**config.mk**
```make
export PLATFORM = sky130hd
export DESIGN_NAME = sec_ctrl
export DESIGN_NICKNAME = d
export VERILOG_FILES = /design/src/sec_ctrl.v
export VERILOG_INCLUDE_DIRS = /design/src
export SDC_FILE = /design/constraint.sdc
export NUM_CORES = 1
export LEC_CHECK = 0
export BUFFER_PORTS_ARGS = -buffer_cell sky130_fd_sc_hd__buf_4
export CORE_MARGIN = 2
export CORE_UTILIZATION = 41
export DETAILED_ROUTE_END_ITERATION = 10
export MAX_ROUTING_LAYER = met4
export PLACE_DENSITY = 0.77
export REMOVE_ABC_BUFFERS = 1
export SYNTH_ARGS = -nofsm -noshare
export SYNTH_HDL_FRONTEND = slang
export SYNTH_SLANG_ARGS = --single-unit
```
**constraint.sdc**
```tcl
create_clock -name CORE_CLK_I -period 1.58 [get_ports CORE_CLK_I]
set_input_delay 0.158 -clock CORE_CLK_I [delete_from_list [all_inputs] [get_ports CORE_CLK_I]]
set_output_delay 0.158 -clock CORE_CLK_I [all_outputs]
set_load 0.05 [all_outputs]
```
**src/sec_defines.vh**
```
// Register map, field positions and reset values of the system exception control block
`ifndef SEC_DEFINES_VH
`define SEC_DEFINES_VH

`define SEC_ADDR_W          12
`define SEC_OFS_SPLIT       12'h000
`define SEC_OFS_LPCTRL      12'h004
`define SEC_OFS_CFGCTRL     12'h008
`define SEC_OFS_HPRI1       12'h00c
`define SEC_OFS_HPRI2       12'h010
`define SEC_OFS_HPRI3       12'h014

`define SEC_KEY_WRITE       16'h05fa
`define SEC_KEY_READ        16'hfa05
`define SEC_SPLIT_LSB       8
`define SEC_SPLIT_MSB       10
`define SEC_SPLIT_RST       3'h0

`define SEC_LP_ON_RETURN    1
`define SEC_LP_DEEP         2
`define SEC_LP_ANY_PEND     4
`define SEC_LP_MASK         32'h0000_0016

`define SEC_CC_THREAD_ANY   0
`define SEC_CC_UNPRIV_TRIG  1
`define SEC_CC_MISALIGN     3
`define SEC_CC_DIV0         4
`define SEC_CC_BF_IGNORE    8
`define SEC_CC_STACK_ALIGN  9
`define SEC_CC_MASK         32'h0000_031b
`define SEC_CC_RST          32'h0000_0000

`define SEC_PRI_IMPL_MASK   8'hf0
`define SEC_PRI_RST         8'h00
`endif
```
**src/sec_ctrl.v**
```verilog
// System exception control: priority grouping, low-power wake, configuration traps, APB registers
//
// Added by the designer: the register offsets and the APB slave port.
`include "sec_defines.vh"
`timescale 1ns/1ps
`default_nettype none

module sec_ctrl (
   input  wire        CORE_CLK_I,
   input  wire        SRST_I,
   // APB slave
   input  wire        PSEL_I,
   input  wire        PENABLE_I,
   input  wire        PWRITE_I,
   input  wire [11:0] PADDR_I,
   input  wire [31:0] PWDATA_I,
   input  wire [3:0]  PSTRB_I,
   output wire        PREADY_O,
   output wire [31:0] PRDATA_O,
   output wire        PSLVERR_O,
   // Priority comparison
   input  wire [7:0]  CMP_PRI_A_I,
   input  wire [7:0]  CMP_PRI_B_I,
   output wire        PREEMPT_O,
   output wire [7:0]  GROUP_PRI_A_O,
   output wire [7:0]  SUB_PRI_A_O,
   output wire [7:0]  PRI_MEMFAULT_O,
   output wire [7:0]  PRI_BUSFAULT_O,
   output wire [7:0]  PRI_USAGE_O,
   output wire [7:0]  PRI_SVCALL_O,
   output wire [7:0]  PRI_PENDSV_O,
   output wire [7:0]  PRI_SYSTICK_O,
   // Low power
   input  wire        IRQ_PEND_SET_I,
   input  wire        IRQ_PEND_EN_I,
   input  wire        EVT_PEND_SET_I,
   input  wire        SEV_I,
   input  wire        EXT_EVENT_I,
   input  wire        WFE_I,
   input  wire        RET_TO_THREAD_I,
   output wire        WAKE_O,
   output wire        SLEEPING_O,
   output wire        DEEP_SLEEP_O,
   // Traps
   input  wire        EXC_ENTRY_I,
   input  wire        SP_BIT2_I,
   input  wire        EXCEPTION_RETURN_VALUE_I,
   input  wire        STACKED_BIT9_I,
   output wire        STACK_PAD_O,
   output wire        STACKED_BIT9_O,
   output wire        RESTORE_PAD_O,
   input  wire        DBUS_FAULT_I,
   input  wire        ELEVATED_PRI_I,
   output wire        LOCKUP_O,
   output wire        BUSFAULT_IGNORED_O,
   input  wire        DIV_ZERO_I,
   output wire        DIV_TRAP_O,
   output wire        DIV_QUOT_ZERO_O,
   input  wire        MISALIGNED_I,
   input  wire        MULTI_DOUBLE_I,
   output wire        USAGE_FAULT_O,
   input  wire        TRIG_ACCESS_I,
   input  wire        TRIG_UNPRIV_I,
   output wire        TRIG_ALLOW_O,
   output wire        TRIG_DENY_O,
   input  wire        THREAD_RET_I,
   input  wire        OTHER_ACTIVE_I,
   output wire        THREAD_OK_O,
   output wire        THREAD_FAULT_O
);

   ////////////////////////////////////////////////////////////////////////////////////////////
   // Register state
   reg  [2:0]  split_r;
   reg  [31:0] lp_r;
   reg  [31:0] cc_r;
   reg  [7:0]  hpri_r [0:11];
   reg         pready_r;
   reg  [31:0] prdata_r;
   reg         pslverr_r;

   // First access cycle only; ready answers it one clock later
   wire        acc      = PSEL_I & PENABLE_I & ~pready_r;
   // Writes commit on the completing edge, when the master samples ready high
   wire        wr_en    = PSEL_I & PENABLE_I & pready_r & PWRITE_I;
   wire        hit_hpri = (PADDR_I == `SEC_OFS_HPRI1) | (PADDR_I == `SEC_OFS_HPRI2) |
                          (PADDR_I == `SEC_OFS_HPRI3);
   wire        mapped   = (PADDR_I == `SEC_OFS_SPLIT) | (PADDR_I == `SEC_OFS_LPCTRL) |
                          (PADDR_I == `SEC_OFS_CFGCTRL) | hit_hpri;
   wire [1:0]  hsel     = PADDR_I[3:2] - 2'h3;
   wire        key_ok   = (PWDATA_I[31:16] == `SEC_KEY_WRITE) & (&PSTRB_I[3:2]);

   ////////////////////////////////////////////////////////////////////////////////////////////
   // APB access, one wait state on every transfer
   reg [31:0] rd_val;
   always @* begin
      rd_val = 32'h0000_0000;
      case (PADDR_I)
         `SEC_OFS_SPLIT: rd_val = {`SEC_KEY_READ, 5'h00, split_r, 8'h00};
         `SEC_OFS_LPCTRL: rd_val = lp_r;
         `SEC_OFS_CFGCTRL: rd_val = cc_r;
         `SEC_OFS_HPRI1: rd_val = {hpri_r[3], hpri_r[2], hpri_r[1], hpri_r[0]};
         `SEC_OFS_HPRI2: rd_val = {hpri_r[7], hpri_r[6], hpri_r[5], hpri_r[4]};
         `SEC_OFS_HPRI3: rd_val = {hpri_r[11], hpri_r[10], hpri_r[9], hpri_r[8]};
         default: rd_val = 32'h0000_0000;
      endcase
   end

   always @(posedge CORE_CLK_I) begin
      if (SRST_I) begin
         pready_r  <= 1'b0;
         prdata_r  <= 32'h0000_0000;
         pslverr_r <= 1'b0;
         split_r   <= `SEC_SPLIT_RST;
         lp_r      <= 32'h0000_0000;
         cc_r      <= `SEC_CC_RST;
      end else begin
         pready_r  <= acc;
         pslverr_r <= acc & ~mapped;
         prdata_r  <= (acc & ~PWRITE_I) ? rd_val : 32'h0000_0000;
         // Whole write dropped unless the unlock key is present
         if (wr_en && PADDR_I == `SEC_OFS_SPLIT && key_ok && PSTRB_I[1]) begin
            split_r <= PWDATA_I[`SEC_SPLIT_MSB:`SEC_SPLIT_LSB];
         end
         if (wr_en && PADDR_I == `SEC_OFS_LPCTRL && PSTRB_I[0]) begin
            lp_r <= {24'h00_0000, PWDATA_I[7:0]} & `SEC_LP_MASK;
         end
         if (wr_en && PADDR_I == `SEC_OFS_CFGCTRL) begin
            cc_r <= {22'h00_0000,
                     PSTRB_I[1] ? PWDATA_I[9:8] : cc_r[9:8],
                     PSTRB_I[0] ? PWDATA_I[7:0] : cc_r[7:0]} & `SEC_CC_MASK;
         end
      end
   end

   // Byte lanes of the handler priority registers; unused fields stay zero
   genvar g;
   generate
      for (g = 0; g < 12; g = g + 1) begin : g_hpri
         localparam IMPL = (g == 0) | (g == 1) | (g == 2) | (g == 7) | (g == 10) | (g == 11);
         always @(posedge CORE_CLK_I) begin
            if (SRST_I || !IMPL) begin
               hpri_r[g] <= `SEC_PRI_RST;
            end else if (wr_en && hit_hpri && hsel == g / 4 && PSTRB_I[g % 4]) begin
               hpri_r[g] <= PWDATA_I[(g % 4) * 8 +: 8] & `SEC_PRI_IMPL_MASK;
            end
         end
      end
   endgenerate

   ////////////////////////////////////////////////////////////////////////////////////////////
   // Priority grouping
   reg [7:0] gmask;
   always @* begin
      case (split_r)
         3'h4: gmask = 8'he0;
         3'h5: gmask = 8'hc0;
         3'h6: gmask = 8'h80;
         3'h7: gmask = 8'h00;
         // Split codes below three behave as code three
         default: gmask = 8'hf0;
      endcase
   end

   reg       preempt_r;
   reg [7:0] grp_a_r;
   reg [7:0] sub_a_r;
   always @(posedge CORE_CLK_I) begin
      if (SRST_I) begin
         preempt_r <= 1'b0;
         grp_a_r   <= 8'h00;
         sub_a_r   <= 8'h00;
      end else begin
         // Lower value is more urgent; subpriority never decides preemption
         preempt_r <= (CMP_PRI_A_I & gmask) < (CMP_PRI_B_I & gmask);
         grp_a_r   <= CMP_PRI_A_I & gmask;
         sub_a_r   <= CMP_PRI_A_I & ~gmask & `SEC_PRI_IMPL_MASK;
      end
   end

   ////////////////////////////////////////////////////////////////////////////////////////////
   // Event latch and low-power state
   // Two-flop synchroniser; only the edge detector reads the second stage
   reg ext_m_r;
   reg ext_s_r;
   reg ext_d_r;
   always @(posedge CORE_CLK_I) begin
      if (SRST_I) begin
         ext_m_r <= 1'b0;
         ext_s_r <= 1'b0;
         ext_d_r <= 1'b0;
      end else begin
         ext_m_r <= EXT_EVENT_I;
         ext_s_r <= ext_m_r;
         ext_d_r <= ext_s_r;
      end
   end

   wire ext_evt = ext_s_r & ~ext_d_r;
   wire pend_ev = EVT_PEND_SET_I |
                  (IRQ_PEND_SET_I & (IRQ_PEND_EN_I | lp_r[`SEC_LP_ANY_PEND]));
   wire any_evt = pend_ev | SEV_I | ext_evt;

   reg evt_latch_r;
   reg wfe_wait_r;
   reg sleep_ret_r;
   reg deep_r;
   reg wake_r;
   reg sleeping_r;
   reg deep_out_r;
   reg evt_latch_nxt;
   reg wfe_wait_nxt;
   reg sleep_ret_nxt;
   reg deep_nxt;
   wire wfe_done  = WFE_I & evt_latch_r;
   wire end_wait  = wfe_wait_r & any_evt;
   wire end_sleep = sleep_ret_r & pend_ev;
   wire ret_sleep = RET_TO_THREAD_I & lp_r[`SEC_LP_ON_RETURN];

   // Next state of the wait, sleep and event latch flags
   always @* begin
      evt_latch_nxt = evt_latch_r;
      wfe_wait_nxt  = wfe_wait_r;
      sleep_ret_nxt = sleep_ret_r;
      deep_nxt      = deep_r;
      // A new event in the consuming cycle survives for the next wait
      if (any_evt && !wfe_wait_r) begin
         evt_latch_nxt = 1'b1;
      end else if (wfe_done) begin
         evt_latch_nxt = 1'b0;
      end
      if (end_wait) begin
         wfe_wait_nxt = 1'b0;
      end else if (WFE_I && !evt_latch_r && !any_evt) begin
         wfe_wait_nxt = 1'b1;
      end
      if (end_sleep) begin
         sleep_ret_nxt = 1'b0;
      end else if (ret_sleep) begin
         sleep_ret_nxt = 1'b1;
      end
      // Depth is captured at entry so a later write cannot change a sleep in progress
      if ((WFE_I && !evt_latch_r) || ret_sleep) begin
         deep_nxt = lp_r[`SEC_LP_DEEP];
      end
   end

   // Sleep pins are registered from next state so they come straight from flops
   always @(posedge CORE_CLK_I) begin
      if (SRST_I) begin
         evt_latch_r <= 1'b0;
         wfe_wait_r  <= 1'b0;
         sleep_ret_r <= 1'b0;
         deep_r      <= 1'b0;
         sleeping_r  <= 1'b0;
         deep_out_r  <= 1'b0;
         wake_r      <= 1'b0;
      end else begin
         evt_latch_r <= evt_latch_nxt;
         wfe_wait_r  <= wfe_wait_nxt;
         sleep_ret_r <= sleep_ret_nxt;
         deep_r      <= deep_nxt;
         sleeping_r  <= wfe_wait_nxt | sleep_ret_nxt;
         deep_out_r  <= deep_nxt & (wfe_wait_nxt | sleep_ret_nxt);
         wake_r      <= end_wait | end_sleep | wfe_done | (WFE_I & any_evt & ~evt_latch_r);
      end
   end

   ////////////////////////////////////////////////////////////////////////////////////////////
   // Configuration traps
   reg stack_pad_r;
   reg stk9_r;
   reg restore_r;
   reg lockup_r;
   reg bf_ign_r;
   reg div_trap_r;
   reg div_zero_r;
   reg usage_r;
   reg trig_ok_r;
   reg trig_no_r;
   reg thr_ok_r;
   reg thr_flt_r;
   // Each trap answer except the sticky lock-up is a one-cycle pulse one clock after its request
   wire trig_perm = ~TRIG_UNPRIV_I | cc_r[`SEC_CC_UNPRIV_TRIG];
   wire thr_perm  = ~OTHER_ACTIVE_I | cc_r[`SEC_CC_THREAD_ANY];
   always @(posedge CORE_CLK_I) begin
      if (SRST_I) begin
         stack_pad_r <= 1'b0;
         stk9_r      <= 1'b0;
         restore_r   <= 1'b0;
         lockup_r    <= 1'b0;
         bf_ign_r    <= 1'b0;
         div_trap_r  <= 1'b0;
         div_zero_r  <= 1'b0;
         usage_r     <= 1'b0;
         trig_ok_r   <= 1'b0;
         trig_no_r   <= 1'b0;
         thr_ok_r    <= 1'b0;
         thr_flt_r   <= 1'b0;
      end else begin
         stack_pad_r <= EXC_ENTRY_I & cc_r[`SEC_CC_STACK_ALIGN] & SP_BIT2_I;
         stk9_r      <= EXC_ENTRY_I & cc_r[`SEC_CC_STACK_ALIGN] & SP_BIT2_I;
         restore_r   <= EXCEPTION_RETURN_VALUE_I & STACKED_BIT9_I;
         // Lock-up is sticky until reset; the core cannot recover on its own
         if (DBUS_FAULT_I && ELEVATED_PRI_I && !cc_r[`SEC_CC_BF_IGNORE]) begin
            lockup_r <= 1'b1;
         end
         bf_ign_r    <= DBUS_FAULT_I & ELEVATED_PRI_I & cc_r[`SEC_CC_BF_IGNORE];
         div_trap_r  <= DIV_ZERO_I & cc_r[`SEC_CC_DIV0];
         div_zero_r  <= DIV_ZERO_I & ~cc_r[`SEC_CC_DIV0];
         usage_r     <= MISALIGNED_I & (MULTI_DOUBLE_I | cc_r[`SEC_CC_MISALIGN]);
         trig_ok_r   <= TRIG_ACCESS_I & trig_perm;
         trig_no_r   <= TRIG_ACCESS_I & ~trig_perm;
         thr_ok_r    <= THREAD_RET_I & thr_perm;
         thr_flt_r   <= THREAD_RET_I & ~thr_perm;
      end
   end

   ////////////////////////////////////////////////////////////////////////////////////////////
   // Outputs
   assign PREADY_O           = pready_r;
   assign PRDATA_O           = prdata_r;
   assign PSLVERR_O          = pslverr_r;
   assign PREEMPT_O          = preempt_r;
   assign GROUP_PRI_A_O      = grp_a_r;
   assign SUB_PRI_A_O        = sub_a_r;
   // Handler fields 4, 5, 6, 11, 14 and 15 sit in entries 0, 1, 2, 7, 10 and 11
   assign PRI_MEMFAULT_O     = hpri_r[0];
   assign PRI_BUSFAULT_O     = hpri_r[1];
   assign PRI_USAGE_O        = hpri_r[2];
   assign PRI_SVCALL_O       = hpri_r[7];
   assign PRI_PENDSV_O       = hpri_r[10];
   assign PRI_SYSTICK_O      = hpri_r[11];
   assign WAKE_O             = wake_r;
   assign SLEEPING_O         = sleeping_r;
   assign DEEP_SLEEP_O       = deep_out_r;
   assign STACK_PAD_O        = stack_pad_r;
   assign STACKED_BIT9_O     = stk9_r;
   assign RESTORE_PAD_O      = restore_r;
   assign LOCKUP_O           = lockup_r;
   assign BUSFAULT_IGNORED_O = bf_ign_r;
   assign DIV_TRAP_O         = div_trap_r;
   assign DIV_QUOT_ZERO_O    = div_zero_r;
   assign USAGE_FAULT_O      = usage_r;
   assign TRIG_ALLOW_O       = trig_ok_r;
   assign TRIG_DENY_O        = trig_no_r;
   assign THREAD_OK_O        = thr_ok_r;
   assign THREAD_FAULT_O     = thr_flt_r;

endmodule // sec_ctrl

`default_nettype wire

```
==> metrics <==
M3 GR Usage 0.0363; Pre-antenna DRT Iters 4; final period utilization 0.967; WS Path Type flop to flop; IO Pins 203; Tmin final 1.53 ns; Root Driver clkbuf_8; Peak VDD IR 0.000585 V; chip height 102 µm; post-synthesis mux area share 0.0285; adder-cell share of the synthesized area 0.00950; Post-synth EDFFs 24; total power 4.91 mW; part of the Yosys area used for sequential elements 0.527; Worst Setup Slack, final 0.0528 ns; CTS H-tree depth 3; placed cell area 5300 µm²; Relative slew margins 0.647; worst hold slack 0.0189 ns; Worst-path clk slew 0.10 ns; initial DRC count 183; starting density of the core 0.425; top-count cell post-synth dfxtp_1; PD cells 882 nW/µm²; Final Cell Area 5560 µm²; syn avg cell area 10.3 µm²; Synth area leader dfxtp_1; CTS tree built; Final Util 0.599; # setup viols final 0; top cell family by delay on the critical path compound AO/OA/AOI/OAI gates; Fillers 808; Main synth FF type dfxtp_1; Buf/Inv on CP 0; synth cell count leaders 68 x dfxtp_1, 41 x buf_4, 30 x and2_1, 30 x nand2_1, 24 x edfxtp_1; All-Layer GR Usage 0.209; Clock Sinks 92; Max Root-Sink Buffers 2; Hold Path Class input port to flop; grt met1 use 0.242; Slew @ Worst Pin 0.527 ns; Row Count 35; worst-skew pair later-pin latency 0.36 ns; Cells after DPL 683; outcome finished clean; Synth Area in XOR/XNOR 0; core footprint 9280 µm²; top post-synthesis cells by area dfxtp_1 34%, edfxtp_1 18%, buf_4 7.8%; DR vias 3415; count of warnings emitted by yosys 0; vias in the first global route 3350; Vias/cell 4.86; max-cap violations 0; ys async rst share 0; Worst Path Max Fanout 3; Slew Viols, Final 0; Startpoint Class flop; post-place setup slack -0.125 ns; gpl congestion 0.906; Synth top area share 0.345; hold buffer count at CTS 0; Nets 660; Synth Area in Compound Gates 0.0830; CP cell instances o21a_1 -> or4_4 -> a21boi_0 -> o221a_2; initial antenna violation count 0; CP max stage cell or4_4; Routed WL 10700 µm; remaining global-route overflow 0; DP HPWL 8410 µm; post-synthesis cell type count 50; GR Util met2 0.361; share of post-route cells with drive strength above 1 0.400; first-pass GRT wire length 16000 µm; endpoint type of the worst setup path flop; simple-gate share of the synthesized area 0.256; Post-Syn Instances 382; largest family of logic cells by synthesized area simple AND/OR/NAND/NOR gates; Post-Syn Area 3950 µm²; Buffers on Ports 156; largest net degree at the start of global routing 17; drt drc 0; Final Non-Filler Cells 702; Fin. Hold Viols 0; Sequential cell area 2080 µm²; Max stage delay on crit path 0.50 ns; total negative setup slack 0 ns; fmax 0.655 GHz; post-route ant nets 0; ant diodes 0; clock skew 0.0164 ns; Synth-to-Final Area Change 40.8%; worst path required time 1.84 ns; die extent in x 102 µm; Wirelength per Cell 15.2 µm; GRT busiest layer met2; Synth Register Bits 92; LEAKAGE 2.54 nW; multi-input logic area 1660 µm²; Num CTS Buffers 9; die area 10400 µm²; crit path DAT 1.79 ns
[worst reg2reg max path: cells and delay by family (launching register included)]
kind	cells	cell delay, ns
flip-flops	1	0.35
AND/OR/NAND/NOR	1	0.50
AO/OA/AOI/OAI	3	0.58
[worst paths after layout]
path              slack [ns]  endpoint  cells after the start   startpoint
setup reg to reg        0.05    WAKE_O                      4      lp_r[4]
hold / removal          0.02   ext_m_r                      2  EXT_EVENT_I
hold reg to reg         0.46   ext_s_r                      1      ext_m_r
setup / recovery        0.05    WAKE_O                      4      lp_r[4]
[cells by family (layout without fill, tap and decap cells)]
group / Yosys count / in the layout
AOI/OAI and AO/OA: 50 / 50
adders and majority gates: 3 / 3
buffers and inverters: 55 / 210
DFF: 92 / 92
muxes: 11 / 11
other: 1 / 37
and+or+nand+nor: 170 / 170
[cell usage in the layout (no fill, tap or decap), drive strengths merged, types with 3 or more instances in the layout]
cell type / Yosys / routed
inv: 2 / 4
and2: 30 / 30
buf: 45 / 191
a21oi: 11 / 11
mux2i: 9 / 9
nor2b: 12 / 12
nand3: 13 / 13
ha: 3 / 3
nor4b: 3 / 3
nor4: 5 / 5
o21ai: 14 / 14
a22oi: 6 / 6
conb: 1 / 37
and4: 6 / 6
a211oi: 4 / 4
nor3b: 4 / 4
a21o: 4 / 4
dfxtp: 68 / 68
edfxtp: 24 / 24
or4: 3 / 3
nand2: 30 / 30
nor3: 11 / 11
clkbuf: 7 / 13
nor2: 22 / 22
and3: 18 / 18
nand4: 4 / 4
[cell type report]
class	count	share of cell area
multi-input combinational	271	0.298
clock inverter	3	0.00427
tap	129	0.0290
sequential	92	0.375
timing repair buffer	191	0.258
inverter	3	0.00202
clock buffer	13	0.0344
[power by group]
| part | leakage [nW] | switching, mW | internal (mW) |
|---|---|---|---|
| clock | 0.111 | 0.833 | 0.818 |
| sequential | 0.803 | 0.0203 | 2.46 |
| combinational | 1.63 | 0.520 | 0.259 |
[registers in the layout, indices dropped and copies added, names as in the netlist, 3 cells and up]
name,cells
GROUP_PRI_A_O,4
PRDATA_O,24
SUB_PRI_A_O,4
cc_r,6
hpri_r,24
lp_r,3
split_r,3
[metal layers]
layer  wire, µm  vias to the layer above
li1           -                     1646
met1       4210                     1584
met2       5500                      168
met3        715                       17
met4        249                        0
met5          0                        -
[what timing repair did]
item | in CTS | in global routing
setup buffers | 1 | 2
pin swaps | 1 | 4
resized for setup | 4 | 5
endpoints found under the setup margin | 5 | 37
No activity file was read; power rests on OpenSTA's default activity.
